<file path="src/cif_defs.svh">
// Card interface constants: register offsets, field positions, reset values
`ifndef CIF_DEFS_SVH
`define CIF_DEFS_SVH
`define CIF_OFF_CTRL 12'h000
`define CIF_OFF_STAT 12'h004
`define CIF_OFF_MASK 12'h008
`define CIF_OFF_TXD 12'h00c
`define CIF_OFF_RXD 12'h010
`define CIF_CTRL_RUN 29
`define CIF_CTRL_DIV2 28
`define CIF_CTRL_ETU_HI 24
`define CIF_CTRL_ETU_LO 8
`define CIF_CTRL_INV 7
`define CIF_CTRL_RXRT 6
`define CIF_CTRL_TXRT 5
`define CIF_CTRL_IDLE 4
`define CIF_CTRL_CLKON 3
`define CIF_CTRL_RSTPOL 2
`define CIF_CTRL_V3 1
`define CIF_CTRL_EN 0
`define CIF_CTRL_MASK 32'h31ffffff
`define CIF_CTRL_RESET 32'h00000000
`define CIF_ST_TXEMPTY 4
`define CIF_ST_RXFULL 3
`define CIF_ST_OVERRUN 2
`define CIF_ST_RXFAIL 1
`define CIF_ST_TXFAIL 0
`define CIF_MASK_RESET 8'h00
`define CIF_RETRIES 3
`endif

</file>
<file path="src/cif_pkg.sv">
// Card interface types
package cif_pkg;
  typedef enum logic [2:0] {
    CIF_IDLE = 3'b000,
    CIF_TX = 3'b001,
    CIF_TXGUARD = 3'b010,
    CIF_RXWAIT = 3'b011,
    CIF_RX = 3'b100,
    CIF_RXGUARD = 3'b101
  } cif_state_e;
  typedef logic [7:0] cif_byte_t;
endpackage

</file>
<file path="src/cif_bus_if.sv">
// Byte hand-off between the register front end and the serial engine
`timescale 1ns/1ps
`default_nettype none
interface cif_bus_if;
  logic txValid;
  logic [7:0] txByte;
  logic txTake;
  logic rxPut;
  logic [7:0] rxByte;
  logic rxFail;
  logic txFail;
  logic busy;
  logic dirWrite;
  modport regs (output txValid, output txByte, input txTake, input rxPut, input rxByte,
    input rxFail, input txFail, input busy, input dirWrite);
  modport eng (input txValid, input txByte, output txTake, output rxPut, output rxByte,
    output rxFail, output txFail, output busy, output dirWrite);
endinterface
`default_nettype wire

</file>
<file path="src/cif_serial_engine.sv">
// Character engine: sends and receives framed characters, one line bit per elementary time unit
`timescale 1ns/1ps
`default_nettype none
`include "cif_defs.svh"
module cif_serial_engine
(
  input wire logic core_clk,
  input wire logic resetn,
  input wire logic runEn,
  input wire logic etuTick,
  input wire logic inverseConv,
  input wire logic txRetryEn,
  input wire logic rxRetryEn,
  input wire logic dataIn,
  output logic dataOut,
  output logic dataOe,
  cif_bus_if.eng bus
);
  import cif_pkg::*;
  typedef struct packed {
    cif_state_e st;
    logic [3:0] bitCnt;
    logic [9:0] shift;
    logic [1:0] tries;
    logic parityErr;
    logic oe;
    logic out;
    logic take;
    logic put;
    logic rxF;
    logic txF;
    logic [7:0] rxB;
  } cif_eng_s;
  cif_eng_s s_reg, s_next;
  function automatic logic [7:0] conv(input logic [7:0] b, input logic inv);
    logic [7:0] r;
    r = b;
    if (inv)
    begin
      for (int i = 0; i < 8; i++)
        r[i] = ~b[7 - i];
    end
    return r;
  endfunction
  always_comb
  begin
    logic [7:0] cb;
    cb = conv(bus.txByte, inverseConv);
    s_next = s_reg;
    s_next.take = 1'b0;
    s_next.put = 1'b0;
    s_next.rxF = 1'b0;
    s_next.txF = 1'b0;
    if (!runEn)
    begin
      s_next.st = CIF_IDLE;
      s_next.oe = 1'b0;
      s_next.out = 1'b1;
      s_next.tries = 2'd0;
    end
    else if (etuTick)
    begin
      unique case (s_reg.st)
        CIF_IDLE:
        begin
          if (bus.txValid)
          begin
            s_next.shift = {^cb ^ inverseConv, cb, 1'b0};
            s_next.bitCnt = 4'd0;
            s_next.st = CIF_TX;
            s_next.oe = 1'b1;
            // Start bit is low in both conventions
            s_next.out = 1'b0;
          end
          else if (!dataIn)
          begin
            s_next.st = CIF_RX;
            s_next.bitCnt = 4'd0;
          end
        end
        CIF_TX:
        begin
          s_next.bitCnt = s_reg.bitCnt + 4'd1;
          if (s_reg.bitCnt == 4'd9)
          begin
            s_next.oe = 1'b0;
            s_next.st = CIF_TXGUARD;
          end
          else
            s_next.out = s_reg.shift[s_reg.bitCnt + 4'd1];
        end
        CIF_TXGUARD:
        begin
          s_next.st = CIF_IDLE;
          if (!dataIn && txRetryEn && s_reg.tries != 2'(`CIF_RETRIES))
            s_next.tries = s_reg.tries + 2'd1;
          else
          begin
            s_next.take = 1'b1;
            s_next.txF = !dataIn;
            s_next.tries = 2'd0;
          end
        end
        CIF_RX:
        begin
          // Raw line levels are kept; conversion happens once, on hand-off
          s_next.shift = {dataIn, s_reg.shift[9:1]};
          s_next.bitCnt = s_reg.bitCnt + 4'd1;
          if (s_reg.bitCnt == 4'd8)
          begin
            // Nine line bits carry an even count of ones in direct, odd in inverse convention
            s_next.parityErr = ^{dataIn, s_reg.shift[9:2]} != inverseConv;
            s_next.st = CIF_RXGUARD;
            if (^{dataIn, s_reg.shift[9:2]} != inverseConv && rxRetryEn
                && s_reg.tries != 2'(`CIF_RETRIES))
            begin
              s_next.oe = 1'b1;
              s_next.out = 1'b0;
            end
          end
        end
        CIF_RXGUARD:
        begin
          s_next.oe = 1'b0;
          s_next.out = 1'b1;
          s_next.st = CIF_IDLE;
          if (s_reg.oe)
            s_next.tries = s_reg.tries + 2'd1;
          else
          begin
            s_next.tries = 2'd0;
            s_next.rxB = conv(s_reg.shift[8:1], inverseConv);
            s_next.put = !s_reg.parityErr;
            s_next.rxF = s_reg.parityErr;
          end
        end
        default:
          s_next.st = CIF_IDLE;
      endcase
    end
  end
  always_ff @(posedge core_clk or negedge resetn)
  begin
    if (!resetn)
      s_reg <= '{st: CIF_IDLE, out: 1'b1, default: '0};
    else
      s_reg <= s_next;
  end
  assign dataOut = s_reg.out;
  assign dataOe = s_reg.oe;
  assign bus.txTake = s_reg.take;
  assign bus.rxPut = s_reg.put;
  assign bus.rxByte = s_reg.rxB;
  assign bus.rxFail = s_reg.rxF;
  assign bus.txFail = s_reg.txF;
  assign bus.busy = (s_reg.st != CIF_IDLE);
  // Error signalling on receive drives the line too, so the translator must point outward
  assign bus.dirWrite = (s_reg.st == CIF_TX) || (s_reg.st == CIF_TXGUARD) || s_reg.oe;
endmodule
`default_nettype wire

</file>
<file path="src/card_if.sv">
// Card interface top: APB registers, clock and time unit dividers, pins, activity interrupt
`timescale 1ns/1ps
`default_nettype none
`include "cif_defs.svh"
module cif_card_if
(
  input wire logic core_clk,
  input wire logic resetn,
  input wire logic psel,
  input wire logic penable,
  input wire logic pwrite,
  input wire logic [11:0] paddr,
  input wire logic [31:0] pwdata,
  output logic [31:0] prdata,
  output logic pready,
  output logic pslverr,
  input wire logic card_data_in,
  output logic card_data_out,
  output logic card_data_oe,
  output logic card_clock_out,
  output logic card_reset_out,
  output logic card_supply_enable,
  output logic translator_direction,
  output logic card_voltage_select,
  output logic timerClockTick,
  output logic etuClockTick,
  output logic activityIrq
);
  import cif_pkg::*;
  typedef struct packed {
    logic [31:0] ctrl;
    logic [7:0] mask;
    logic [4:0] stat;
    logic [7:0] txHold;
    logic txFull;
    logic [7:0] rxHold;
    logic rxFull;
    logic clkDiv;
    logic [16:0] etuCnt;
    logic cardClk;
    logic [31:0] rdata;
    logic resetLvl;
    logic rdDone;
  } cif_top_s;
  cif_top_s s_reg, s_next;
  cif_bus_if bus();
  logic wrEn, rdEn, runEn, clkEdge, etuTick;
  logic [7:0] statByte;
  logic [31:0] ctrlEff;
  assign wrEn = psel && penable && pwrite;
  // Reads take one wait state so registered read data stands while pready is high
  assign rdEn = psel && penable && !pwrite && !s_reg.rdDone;
  assign runEn = s_reg.ctrl[`CIF_CTRL_RUN] && s_reg.ctrl[`CIF_CTRL_EN];
  // Soft reset: pins and dividers see the default word, the written word stays readable
  assign ctrlEff = s_reg.ctrl[`CIF_CTRL_RUN] ? s_reg.ctrl : `CIF_CTRL_RESET;
  assign clkEdge = ctrlEff[`CIF_CTRL_CLKON] && (!ctrlEff[`CIF_CTRL_DIV2] || s_reg.clkDiv);
  // Time unit counts card clock periods, two clkEdge pulses each
  assign etuTick = clkEdge && s_reg.cardClk && (s_reg.etuCnt == 17'h0);
  assign statByte = {3'h0, s_reg.stat};
  always_comb
  begin
    s_next = s_reg;
    s_next.rdata = 32'h0;
    s_next.rdDone = rdEn;
    if (ctrlEff[`CIF_CTRL_CLKON])
    begin
      s_next.clkDiv = ~s_reg.clkDiv;
      if (clkEdge)
      begin
        s_next.cardClk = ~s_reg.cardClk;
        if (s_reg.cardClk)
          s_next.etuCnt = (s_reg.etuCnt == 17'h0) ? ctrlEff[`CIF_CTRL_ETU_HI:`CIF_CTRL_ETU_LO]
            : s_reg.etuCnt - 17'h1;
      end
    end
    else
      s_next.cardClk = ctrlEff[`CIF_CTRL_IDLE];
    s_next.resetLvl = ctrlEff[`CIF_CTRL_RSTPOL];
    if (bus.txTake)
      s_next.txFull = 1'b0;
    if (bus.rxFail)
      s_next.stat[`CIF_ST_RXFAIL] = 1'b1;
    if (bus.txFail)
      s_next.stat[`CIF_ST_TXFAIL] = 1'b1;
    if (rdEn)
    begin
      unique case (paddr)
        `CIF_OFF_CTRL: s_next.rdata = s_reg.ctrl;
        `CIF_OFF_STAT:
        begin
          s_next.rdata = {24'h0, statByte};
          // Reading clears error flags; an error landing in the same cycle survives
          s_next.stat[2:0] = {1'b0, bus.rxFail, bus.txFail};
        end
        `CIF_OFF_MASK: s_next.rdata = {24'h0, s_reg.mask};
        `CIF_OFF_RXD:
        begin
          s_next.rdata = {24'h0, s_reg.rxHold};
          s_next.rxFull = 1'b0;
        end
        default: s_next.rdata = 32'h0;
      endcase
    end
    if (wrEn)
    begin
      unique case (paddr)
        `CIF_OFF_CTRL: s_next.ctrl = pwdata & `CIF_CTRL_MASK;
        `CIF_OFF_MASK: s_next.mask = {3'h0, pwdata[4:0]};
        `CIF_OFF_TXD:
        begin
          if (!s_reg.txFull || bus.txTake)
          begin
            s_next.txHold = pwdata[7:0];
            s_next.txFull = 1'b1;
          end
        end
        default: s_next.ctrl = s_next.ctrl;
      endcase
    end
    if (bus.rxPut)
    begin
      if (s_next.rxFull)
        s_next.stat[`CIF_ST_OVERRUN] = 1'b1;
      else
      begin
        s_next.rxHold = bus.rxByte;
        s_next.rxFull = 1'b1;
      end
    end
    s_next.stat[`CIF_ST_TXEMPTY] = !s_next.txFull;
    s_next.stat[`CIF_ST_RXFULL] = s_next.rxFull;
    if (!s_reg.ctrl[`CIF_CTRL_RUN])
    begin
      // Soft reset holds mask, status, buffer flags and time unit count at default; the control word and hold bytes keep theirs
      s_next.mask = `CIF_MASK_RESET;
      s_next.stat = 5'h10;
      s_next.txFull = 1'b0;
      s_next.rxFull = 1'b0;
      s_next.etuCnt = 17'h0;
    end
  end
  always_ff @(posedge core_clk or negedge resetn)
  begin
    if (!resetn)
      s_reg <= '{stat: 5'h10, ctrl: `CIF_CTRL_RESET, default: '0};
    else
      s_reg <= s_next;
  end
  cif_serial_engine u_eng
  (
    .core_clk(core_clk),
    .resetn(resetn),
    .runEn(runEn),
    .etuTick(etuTick),
    .inverseConv(s_reg.ctrl[`CIF_CTRL_INV]),
    .txRetryEn(s_reg.ctrl[`CIF_CTRL_TXRT]),
    .rxRetryEn(s_reg.ctrl[`CIF_CTRL_RXRT]),
    .dataIn(card_data_in),
    .dataOut(card_data_out),
    .dataOe(card_data_oe),
    .bus(bus.eng)
  );
  assign bus.txValid = s_reg.txFull;
  assign bus.txByte = s_reg.txHold;
  assign prdata = s_reg.rdata;
  assign pready = pwrite || s_reg.rdDone;
  assign pslverr = 1'b0;
  assign card_clock_out = s_reg.cardClk;
  // Reset asserted while the interface is off; released when enabled
  assign card_reset_out = runEn ? ~s_reg.resetLvl : s_reg.resetLvl;
  assign card_supply_enable = runEn;
  assign translator_direction = bus.dirWrite;
  assign card_voltage_select = ctrlEff[`CIF_CTRL_V3];
  // Time-out counting lives in the external timer; these feed it
  assign timerClockTick = clkEdge && s_reg.cardClk;
  assign etuClockTick = etuTick;
  assign activityIrq = |(statByte & s_reg.mask);
endmodule
`default_nettype wire

</file>
<file path="config.mk">
export PLATFORM = sky130hd
export DESIGN_NAME = cif_card_if
export DESIGN_NICKNAME = d
export VERILOG_FILES = /design/src/cif_pkg.sv /design/src/cif_bus_if.sv /design/src/cif_serial_engine.sv /design/src/card_if.sv
export VERILOG_INCLUDE_DIRS = /design/src /design/src/src
export SDC_FILE = /design/constraint.sdc
export NUM_CORES = 1
export LEC_CHECK = 0
export BUFFER_PORTS_ARGS = -buffer_cell sky130_fd_sc_hd__buf_2
export CAP_MARGIN = 25
export CELL_PAD_IN_SITES_DETAIL_PLACEMENT = 1
export CELL_PAD_IN_SITES_GLOBAL_PLACEMENT = 1
export CORE_MARGIN = 1
export CORE_UTILIZATION = 49
export DETAILED_ROUTE_END_ITERATION = 8
export PLACE_DENSITY = 0.95
export SYNTH_ARGS = -nofsm -noshare
export SYNTH_HDL_FRONTEND = slang
export SYNTH_SLANG_ARGS = --single-unit
</file>
<file path="constraint.sdc">
create_clock -name core_clk -period 3.55 [get_ports core_clk]
set_input_delay 0.1775 -clock core_clk [delete_from_list [all_inputs] [get_ports core_clk]]
set_output_delay 0.1775 -clock core_clk [all_outputs]
set_load 0.02 [all_outputs]
</file>
==> flow_metrics.py, run 1 <==
metrics = {
    "outcome": {
        "status": "completed",
    },
    "synthesis": {
        "synth_top_cell_by_area": "dfrtp_1",
        "synthMuxAreaShare_pct": 11.7,
        "avgSynthCellArea_sq_um": 10.3,
        "synth_common_cells": "134 x dfrtp_1, 60 x nand2_1, 49 x mux2_2, 47 x nor2_1, 42 x o21ai_0",
        "post-synth-top-count-cell": "dfrtp_1",
        "async_flop_share_pct": 100,
        "seq_area_frac_synth_pct": 50.3,
        "synth_edf_count": 0,
        "synth_warnings": 0,
        "ys_ff_latch": 136,
        "ys.flop_type": "dfrtp_1",
        "synth-xor-area-share_pct": 3.18,
        "mappedNetlistArea_sq_um": 6770,
        "synth_top_area_share_pct": 49.5,
        "yosysUniqueCellTypes": 56,
        "ys_top_cells_by_area": "dfrtp_1 50%, mux2_2 8.2%, buf_4 3.7%",
        "synthAdderAreaFrac_pct": 1.11,
        "synth_top_family_by_area": "simple AND/OR/NAND/NOR gates",
        "postSynthCellCount": 655,
        "synth-compound-area-share_pct": 11.1,
        "yosys.area_share.simple_pct": 15.6,
    },
    "critical_path": {
        "critical_path.max_stage_delay_ns": 0.60,
        "critical_path_required_ns": 3.84,
        "worstPathBufferInverterCount": 2,
        "r2r_start": "s_reg[35]$_DFFE_PN0P_",
        "worstPathArrival_ns": 3.27,
        "end_kind": "flop",
        "crit_type": "flop to flop",
        "cp-start-kind": "flop",
        "cp_cell_sequence": "inv_1 > ha_1 > nor2b_1 > nand3_1 > nor2_1 > buf_4 > nor3_1 > a21oi_1 > o21ai_0",
        "cp_top_family": "simple AND/OR/NAND/NOR gates",
        "slowest_stage": "nor2_1",
        "crit_start": "s_reg[35]$_DFFE_PN0P_",
        "worstPathMaxFanout": 15,
    },
    "die": {
        "die_h_um": 120,
        "die_area_sq_um": 14300,
        "coreArea_sq_um": 13300,
        "die_w_um": 120,
        "rows": 42,
        "start_util_pct": 50.7,
        "ioPinCount": 94,
    },
    "place": {
        "place_area_sq_um": 7150,
        "hpwl_um": 13400,
        "place_ws_ns": 0.947,
        "dp_cells": 868,
        "io_buffers": 82,
        "place_congestion": 0.850,
    },
    "cells_and_area": {
        "fin_nets": 785,
        "n_fill_cell": 1454,
        "final_util_pct": 59.1,
        "multi_input_area_sq_um": 2930,
        "syn_to_final_growth_pct": 16.5,
        "seqCellArea_sq_um": 3410,
        "postLayoutCellArea_sq_um": 7890,
        "fin_cells": 918,
        "largest_register_ff_count": 65,
        "drive_gt1_share_pct": 24.1,
        "diodes": 0,
    },
    "route": {
        "ant_nets": 0,
        "viasPerCell": 6.38,
        "routed_wl_um": 24000,
        "num_vias": 5853,
        "drt_iter0_drc": 706,
        "wl_per_cell_um": 26.2,
        "drc": 0,
        "first_pass_iters": 9,
    },
    "grt": {
        "grt_max_degree": 89,
        "grt_pass1_wl_um": 37800,
        "grt_pass1_vias": 6415,
        "antenna_found_initial": 0,
        "grt.overflow.total": 0,
        "track_usage_pct": 35.7,
    },
    "power_and_ir_drop": {
        "p_sw_share_pct": 22.8,
        "seq_power_share_pct": 45.7,
        "power.switching_uw": 776,
        "vdd_drop_max_mv": 0.380,
        "power_density_nw_per_um2": 431,
        "clock_power_share_pct": 51.2,
        "internal_power_mw": 2.62,
        "comb_power_share_pct": 3.2,
        "leakagePower_nw": 3.69,
    },
    "timing": {
        "finalSetupViolCount": 0,
        "fin_tns_setup_ns": 0,
        "fin_skew_ns": 0.0161,
        "relSlewSlack_pct": 39.1,
        "fin_crit_sh_pct": 83.8,
        "tightest_slew_ns": 0.905,
        "rsz0062_at_grt": "no",
        "finalHoldViolations": 0,
        "setup_slack_ns": 0.575,
        "fin_crit_ns": 2.97,
        "max_freq_mhz": 336,
        "drv_slew": 0,
    },
    "clock_tree": {
        "cts.sinks": 136,
        "cts_tree": "done",
        "ctsHoldBuffers": 18,
        "cts_max_level": 4,
        "cts-resized-gates": 0,
        "post-cts-setup-buffers": 0,
        "cts_max_path_buffers": 2,
        "root_buffer": "clkbuf_16",
        "path_clk_slew_ns": 0.07,
        "clock_latency_ns": 0.44,
        "cts_buffers": 17,
    },
    "run": {
        "drv_cap": 0,
    },
    "hold_path": {
        "hp-class": "input port to flop",
        "hp-start": "pwdata[15]",
    },
}
==> worst register-to-register path: cells and delay by family, from the launching register on <==
family	cells	cell delay [ns]
compound gates	2	0.33
fa+ha+maj	1	0.30
buf+inv	2	0.55
flops	1	0.44
simple gates	4	1.22
==> placed cells by master (no fill, tap or decap), types with 16 or more instances in the layout <==
| cell type | Yosys | layout |
|---|---|---|
| inv_1 | 23 | 23 |
| nor2_1 | 47 | 47 |
| mux2i_1 | 22 | 22 |
| xnor2_1 | 19 | 19 |
| and2_1 | 22 | 22 |
| buf_2 | 9 | 81 |
| clkbuf_16 | 0 | 17 |
| nand2_1 | 60 | 60 |
| mux2_2 | 49 | 49 |
| a21oi_1 | 23 | 23 |
| nor2b_1 | 16 | 16 |
| dlygate4sd3_1 | 0 | 18 |
| dfrtp_1 | 134 | 134 |
| o21ai_0 | 42 | 42 |
==> power groups by stage <==
stage	Sequential, mW	Combinational, mW	Clock [mW]
2_1_floorplan	1.58	0.0256	0
3_3_place_gp	1.58	0.0838	0
3_5_place_dp	1.58	0.0888	0
4_1_cts	1.55	0.106	1.72
5_1_grt	1.55	0.117	1.80
6_report	1.55	0.107	1.74
==> path summary, 6_finish.rpt <==
| path | to | slack (ns) | cells after the start |
|---|---|---|---|
| setup / recovery | s_reg[41]$_DFFE_PN0P_ | 0.58 | 9 |
| hold / removal | s_reg[99]$_DFFE_PN0P_ | 0.02 | 2 |
| setup reg to reg | s_reg[41]$_DFFE_PN0P_ | 0.58 | 9 |
| hold reg to reg | prdata[22]$_DFF_PN0_ | 0.52 | 1 |
| max in group asynchronous | s_reg[75]$_DFF_PN1_ | 2.17 | 3 |
| min in group asynchronous | s_reg[105]$_DFFE_PN0P_ | 0.35 | 2 |
==> per-stage QoR <==
stage                     total power, mW  hold slack (ns)
after floorplan                      1.61           -0.118
final                                3.40           0.0211
after CTS                            3.38          0.00156
after global routing                 3.47           0.0251
after global placement               1.66            0.288
after detailed placement             1.67            0.302
==> area by class of cell <==
cell class | count | share of cell area, %
inverter | 23 | 1.09
multi-input combinational | 438 | 37.1
tap | 176 | 2.79
timing repair buffer | 113 | 8.81
sequential | 136 | 43.2
clock inverter | 8 | 1.29
clock buffer | 24 | 5.73
==> cell families after synthesis <==
family | count (synthesis)
AND/OR/NAND/NOR | 211
multiplexers | 72
other | 1
flip-flops | 136
XOR/XNOR | 23
AO/OA/AOI/OAI | 120
buffers and inverters | 86
adder cells (fa/ha/maj) | 6
==> routing by layer <==
layer / wire, um / vias to the layer above / global-route usage, %
li1: - / 2390 / -
met2: 11900 / 374 / 59.3
met3: 1690 / 125 / 7.94
met5: 0 / - / 0
met4: 1240 / 0 / 20.9
met1: 9180 / 2964 / 42.7
No activity file was read; power rests on OpenSTA's default activity.
==> inputs of run 2 (changes only) <==
--- a/config.mk
+++ b/config.mk
@@ -6,14 +6,15 @@
 export SDC_FILE = /design/constraint.sdc
 export NUM_CORES = 1
 export LEC_CHECK = 0
+export ABC_AREA = 1
 export BUFFER_PORTS_ARGS = -buffer_cell sky130_fd_sc_hd__buf_2
 export CAP_MARGIN = 25
 export CELL_PAD_IN_SITES_DETAIL_PLACEMENT = 1
 export CELL_PAD_IN_SITES_GLOBAL_PLACEMENT = 1
 export CORE_MARGIN = 1
-export CORE_UTILIZATION = 49
+export CORE_UTILIZATION = 43
 export DETAILED_ROUTE_END_ITERATION = 8
-export PLACE_DENSITY = 0.95
+export PLACE_DENSITY = 0.91
 export SYNTH_ARGS = -nofsm -noshare
 export SYNTH_HDL_FRONTEND = slang
 export SYNTH_SLANG_ARGS = --single-unit
==> constraint.sdc (replaced) <==
create_clock -name core_clk -period 2.96 [get_ports core_clk]
set_input_delay 0.148 -clock core_clk [delete_from_list [all_inputs] [get_ports core_clk]]
set_output_delay 0.148 -clock core_clk [all_outputs]
set_load 0.02 [all_outputs]
==> run 2 against run 1 <==
Sequential cell count did not move; non-clock buffer count rose by 5; combinational power rose to 5.0 times the previous value; register-to-register slack got worse by 0.08 ns; global-route usage fell by 7.1 points; fmax rose by 21%; clock power rose by 33%; first-iteration DRC count fell by 33%.
==> flow_metrics.py, run 2 <==
metrics = {
    "outcome": {
        "status": "completed",
    },
    "timing": {
        "finalSetupViolCount": 0,
        "max_freq_mhz": 406,
        "fin_crit_ns": 2.46,
        "fin_skew_ns": 0.0103,
        "finalHoldWorstSlack_ns": 0.00434,
        "rsz0062_at_grt": "no",
        "fin_tns_setup_ns": 0,
        "fin_crit_sh_pct": 83.2,
        "tightest_slew_ns": 0.813,
        "drv_slew": 0,
        "relSlewSlack_pct": 45.6,
        "finalHoldViolations": 0,
    },
    "die": {
        "start_util_pct": 44.0,
        "die_h_um": 132,
        "die_area_sq_um": 17500,
        "ioPinCount": 94,
        "rows": 47,
        "coreArea_sq_um": 16600,
        "die_w_um": 132,
    },
    "power_and_ir_drop": {
        "power_density_nw_per_um2": 570,
        "vdd_drop_max_mv": 0.418,
        "leakagePower_nw": 4.40,
    },
    "grt": {
        "track_usage_pct": 28.6,
        "grt_pass1_vias": 7349,
        "grt.overflow.total": 0,
        "grt_pass1_wl_um": 38700,
        "antenna_found_initial": 0,
        "grt_max_degree": 90,
    },
    "route": {
        "first_pass_iters": 5,
        "routed_wl_um": 23500,
        "dr.max_layer_used": "met4",
        "viasPerCell": 5.49,
        "drt_iter0_drc": 470,
        "wl_met2_um": 11900,
        "drc": 0,
        "num_vias": 6773,
        "ant_nets": 0,
        "wl_met1_um": 9750,
        "met3_length_um": 928,
        "wl_per_cell_um": 19.1,
    },
    "cells_and_area": {
        "largest_register_ff_count": 65,
        "fin_nets": 1057,
        "diodes": 0,
        "fin_cells": 1234,
        "drive_gt1_share_pct": 17.6,
        "final_util_pct": 51.9,
        "layout_commonest_cell": "nand2_1",
        "syn_to_final_growth_pct": 17.7,
        "final_cell_mix": "272 x nand2_1, 134 x dfrtp_1, 90 x inv_1",
    },
    "run": {
        "drv_cap": 0,
    },
    "clock_tree": {
        "root_buffer": "clkbuf_16",
        "clock_latency_ns": 0.44,
        "cts_buffers": 17,
        "cts_tree": "done",
        "cts_max_level": 4,
        "cts.sinks": 136,
        "post-cts-setup-buffers": 0,
        "path_clk_slew_ns": 0.07,
        "cts_max_path_buffers": 2,
    },
    "critical_path": {
        "cp-start-kind": "flop",
        "cp_common_cell": "nand2_1",
        "critical_path.max_stage_delay_ns": 0.46,
        "cp_cell_sequence": "nor2_1 > nand2_1 > nor2_2 > nand2_1 > nor2_2 > nand2_2 > nor2_4 > inv_1 > a21oi_1 > nand2_1 > nand2_1",
        "worstPathBufferInverterCount": 1,
        "slowest_stage": "dfrtp_1",
        "critical_path_required_ns": 3.33,
        "end_kind": "flop",
        "crit_type": "flop to flop",
        "reg2reg_slack_ns": 0.50,
        "worstPathMaxFanout": 18,
        "cp_top_family": "simple AND/OR/NAND/NOR gates",
        "worstPathArrival_ns": 2.83,
    },
    "synthesis": {
        "synth_edf_count": 0,
        "synth_warnings": 0,
        "avgSynthCellArea_sq_um": 7.94,
        "ys_ff_latch": 136,
        "seq_area_frac_synth_pct": 46.6,
        "ys.flop_type": "dfrtp_1",
        "ys_top_cells_by_area": "dfrtp_1 46%, nand2_1 14%, inv_1 4.6%",
        "postSynthCellCount": 920,
        "post-synth-top-count-cell": "nand2_1",
        "yosysUniqueCellTypes": 40,
        "synth_top_cell_by_area": "dfrtp_1",
        "async_flop_share_pct": 100,
        "synth_top_area_share_pct": 45.9,
        "synth_common_cells": "272 x nand2_1, 134 x dfrtp_1, 90 x inv_1, 80 x nor2_1, 61 x o21ai_0",
        "mappedNetlistArea_sq_um": 7300,
    },
    "place": {
        "hpwl_um": 14800,
        "dp_cells": 1178,
        "io_buffers": 82,
        "place_congestion": 0.890,
    },
    "hold_path": {
        "hp-class": "input port to flop",
    },
}
==> run 2: cell families (layout without fill, tap and decap cells) <==
kind of cell | count (synthesis) | after routing | synth area share (%)
other | 1 | 6 | 0.0513
adders and majority gates | 6 | 6 | 1.03
xor gates and xnor gates | 13 | 13 | 1.56
muxes | 6 | 6 | 1.23
DFF | 136 | 136 | 46.6
and+or+nand+nor | 466 | 466 | 27.2
buffers and inverters | 156 | 245 | 10.3
AOI/OAI and AO/OA | 136 | 136 | 12.0
==> run 2: area by class of cell <==
cell class              count  area, sq um
multi-input cells         633         3170
inverters                  95          357
well taps                 220          275
clock inverters            12          174
repair buffers            118          767
clock buffers              20          457
fillers                  2037         7980
flip-flops and latches    136         3410
==> run 2: worst reg2reg max path, delay by kind of cell, from the launching register on <==
kind	cells	cell delay (ns)
buf+inv	1	0.15
simple gates	9	1.64
flops	1	0.46
compound gates	1	0.14
==> run 2: repair_timing <==
item / 4_1_cts / 5_1_grt
hold endpoints to repair: 55 / 0
setup endpoints to repair: 0 / 0
gates resized for setup: 0 / 0
hold buffers: 24 / 0
==> run 2: path summary, 6_finish.rpt <==
check,start,endpoint,depth (start not counted)
max,s_reg[46]$_DFFE_PN0P_,u_eng.s_reg[26]$_DFFE_PN0P_,11
min,pwdata[22],s_reg[106]$_DFFE_PN0P_,3
max reg2reg,s_reg[46]$_DFFE_PN0P_,u_eng.s_reg[26]$_DFFE_PN0P_,11
min reg2reg,u_eng.s_reg[14]$_DFFE_PN0P_,u_eng.bus.rxPut$_DFF_PN0_,1
max in group asynchronous,resetn,u_eng.s_reg[25]$_DFFE_PN0P_,4
min in group asynchronous,resetn,prdata[4]$_DFF_PN0_,2
==> run 2: layer usage <==
layer  track usage [%]  up-vias
met5                 0        -
met4              14.9        0
met3              5.04       75
met2              50.0      206
met1              33.6     3375
li1                  -     3117
==> run 2: through the flow <==
stage               setup WS (ns)  area (sq um)  power, mW
floorplan                    1.16          7320       2.38
global placement            0.718          7700       2.52
detailed placement          0.604          7730       2.57
CTS                         0.517          8600       4.91
global route                0.261          8600       5.08
finish                      0.497          8600       4.90
==> run 2: power by group <==
part	leakage [nW]	internal [mW]	switching (mW)	total (mW)
sequential	1.69	1.95	0.104	2.06
combinational	2.41	0.209	0.320	0.530
clock	0.310	1.45	0.867	2.32
total	4.40	3.61	1.29	4.90
==> inputs of run 3 (changes only) <==
==> constraint.sdc (replaced) <==
create_clock -name core_clk -period 2.5 [get_ports core_clk]
set_input_delay 0.125 -clock core_clk [delete_from_list [all_inputs] [get_ports core_clk]]
set_output_delay 0.125 -clock core_clk [all_outputs]
set_load 0.02 [all_outputs]
==> run 3 against run 2 <==
Setup slack got worse by 0.33 ns; first-iteration DRC count rose by 1.9%; register-to-register slack got worse by 0.26 ns; clock-buffer cell count is the same; total power is 19% higher; non-clock buffer count up 8; wire length decreased by 0.64%; global-route usage fell by 0.50 points; die area is the same; via count is 0.53% lower; clock power rose by 19%; utilization is 0.41 points higher; critical path type is now flop to output port; critical endpoint is now etuClockTick.
==> flow_metrics.py, run 3 (synthesized netlist as in run 2, its figures left out) <==
metrics = {
    "timing": {
        "drv_slew": 0,
        "finalSetupViolCount": 0,
        "relSlewSlack_pct": 52.7,
        "setup_slack_ns": 0.167,
        "tightest_slew_ns": 0.706,
        "fin_skew_ns": 0.0114,
        "fin_tns_setup_ns": 0,
        "fin_crit_sh_pct": 93.3,
        "fin_crit_ns": 2.33,
        "finalHoldViolations": 0,
        "max_freq_mhz": 429,
        "rsz0062_at_grt": "no",
    },
    "critical_path": {
        "critical_path_required_ns": 2.38,
        "cp-start-kind": "flop",
        "end_kind": "output port",
        "worstPathArrival_ns": 2.21,
        "crit_type": "flop to output port",
        "worstPathMaxFanout": 11,
        "reg2reg_slack_ns": 0.24,
    },
    "route": {
        "num_vias": 6737,
        "wl_per_cell_um": 18.8,
        "drt_iter0_drc": 479,
        "ant_nets": 0,
        "viasPerCell": 5.43,
        "drc": 0,
        "routed_wl_um": 23400,
        "first_pass_iters": 5,
    },
    "clock_tree": {
        "cts_tree": "done",
        "cts_max_level": 4,
        "post-cts-setup-buffers": 0,
        "cts.sinks": 136,
        "path_clk_slew_ns": 0.06,
        "root_buffer": "clkbuf_16",
        "cts_buffers": 17,
        "cts_max_path_buffers": 2,
        "clock_latency_ns": 0.44,
    },
    "die": {
        "ioPinCount": 94,
        "rows": 47,
        "die_w_um": 132,
        "coreArea_sq_um": 16600,
        "start_util_pct": 44.0,
        "die_h_um": 132,
        "die_area_sq_um": 17500,
    },
    "grt": {
        "grt.overflow.total": 0,
        "antenna_found_initial": 0,
        "grt_pass1_wl_um": 38000,
        "grt_pass1_vias": 7170,
        "grt_max_degree": 59,
        "track_usage_pct": 28.1,
    },
    "cells_and_area": {
        "fin_nets": 1065,
        "final_cell_mix": "271 x nand2_1, 134 x dfrtp_1, 90 x inv_1",
        "diodes": 0,
        "final_util_pct": 52.3,
        "syn_to_final_growth_pct": 18.7,
        "layout_commonest_cell": "nand2_1",
        "n_fill_cell": 2039,
        "largest_register_ff_count": 65,
        "drive_gt1_share_pct": 18.1,
    },
    "run": {
        "drv_cap": 0,
    },
    "power_and_ir_drop": {
        "leakagePower_nw": 4.44,
        "power_density_nw_per_um2": 671,
        "vdd_drop_max_mv": 0.526,
    },
    "place": {
        "io_buffers": 82,
        "hpwl_um": 15600,
        "place_ws_ns": 0.245,
        "place_congestion": 0.864,
    },
    "hold_path": {
        "hp-class": "input port to flop",
    },
    "outcome": {
        "status": "completed",
    },
}
-- run 3: final timing paths --
check | to | startpoint | depth (start not counted)
max | etuClockTick | s_reg[46]$_DFFE_PN0P_ | 7
min | bus.txByte[3]$_DFFE_PN0P_ | pwdata[3] | 3
max reg2reg | u_eng.bus.rxByte[4]$_DFFE_PN0P_ | s_reg[46]$_DFFE_PN0P_ | 10
min reg2reg | u_eng.bus.rxPut$_DFF_PN0_ | u_eng.s_reg[14]$_DFFE_PN0P_ | 1
max in group asynchronous | u_eng.s_reg[29]$_DFFE_PN0P_ | resetn | 3
min in group asynchronous | s_reg[112]$_DFFE_PN0P_ | resetn | 2
-- run 3: report_power, final --
part           switching [mW]  internal (mW)  total [mW]
sequential              0.118           2.31        2.43
combinational           0.379          0.250       0.629
clock                    1.02           1.74        2.76
-- run 3: repair_timing --
| item | in CTS | in global routing |
|---|---|---|
| setup endpoints to repair | 0 | 10 |
| hold endpoints to repair | 80 | 0 |
| gates resized for setup | 0 | 1 |
| hold buffers | 26 | 0 |
-- run 3: layout make-up --
| class | count | area, sq um | area share [%] |
|---|---|---|---|
| repair buffers | 126 | 825 | 9.51 |
| inverters | 95 | 357 | 4.11 |
| flip-flops and latches | 136 | 3410 | 39.3 |
| clock buffers | 20 | 467 | 5.38 |
| clock inverters | 11 | 171 | 1.98 |
| well taps | 220 | 275 | 3.18 |
| multi-input cells | 633 | 3170 | 36.5 |
-- run 3: critical path, cell delays in order, from the launching register on --
cell,delay [ns]
dfrtp_1,0.47
nor2_1,0.20
nand2_1,0.09
nor2_2,0.21
nand2_2,0.21
nor2_2,0.19
buf_4,0.21
buf_2,0.18
-- run 3: through the flow --
step | cell area (sq um) | hold slack (ns) | instances | power (mW)
final | 8670 | 0.0197 | 1241 | 5.82
after global routing | 8670 | 0.0231 | 1241 | 5.99
after CTS | 8670 | 0.000170 | 1241 | 5.83
after detailed placement | 7770 | 0.107 | 1184 | 3.04
after global placement | 7770 | 0.105 | 1184 | 2.99
after floorplan | 7320 | -0.171 | 925 | 2.82
-- run 3: routing by layer --
layer  wire length (um)  GRT usage [%]  vias to the layer above  share of wire [%]
li1                   -              -                     3121                  -
met1               9750           33.5                     3360                 42
met2              12100           50.5                      193                 52
met3                778           4.73                       63                3.3
met4                713           10.8                        0                3.0
met5                  0              0                        -                  0
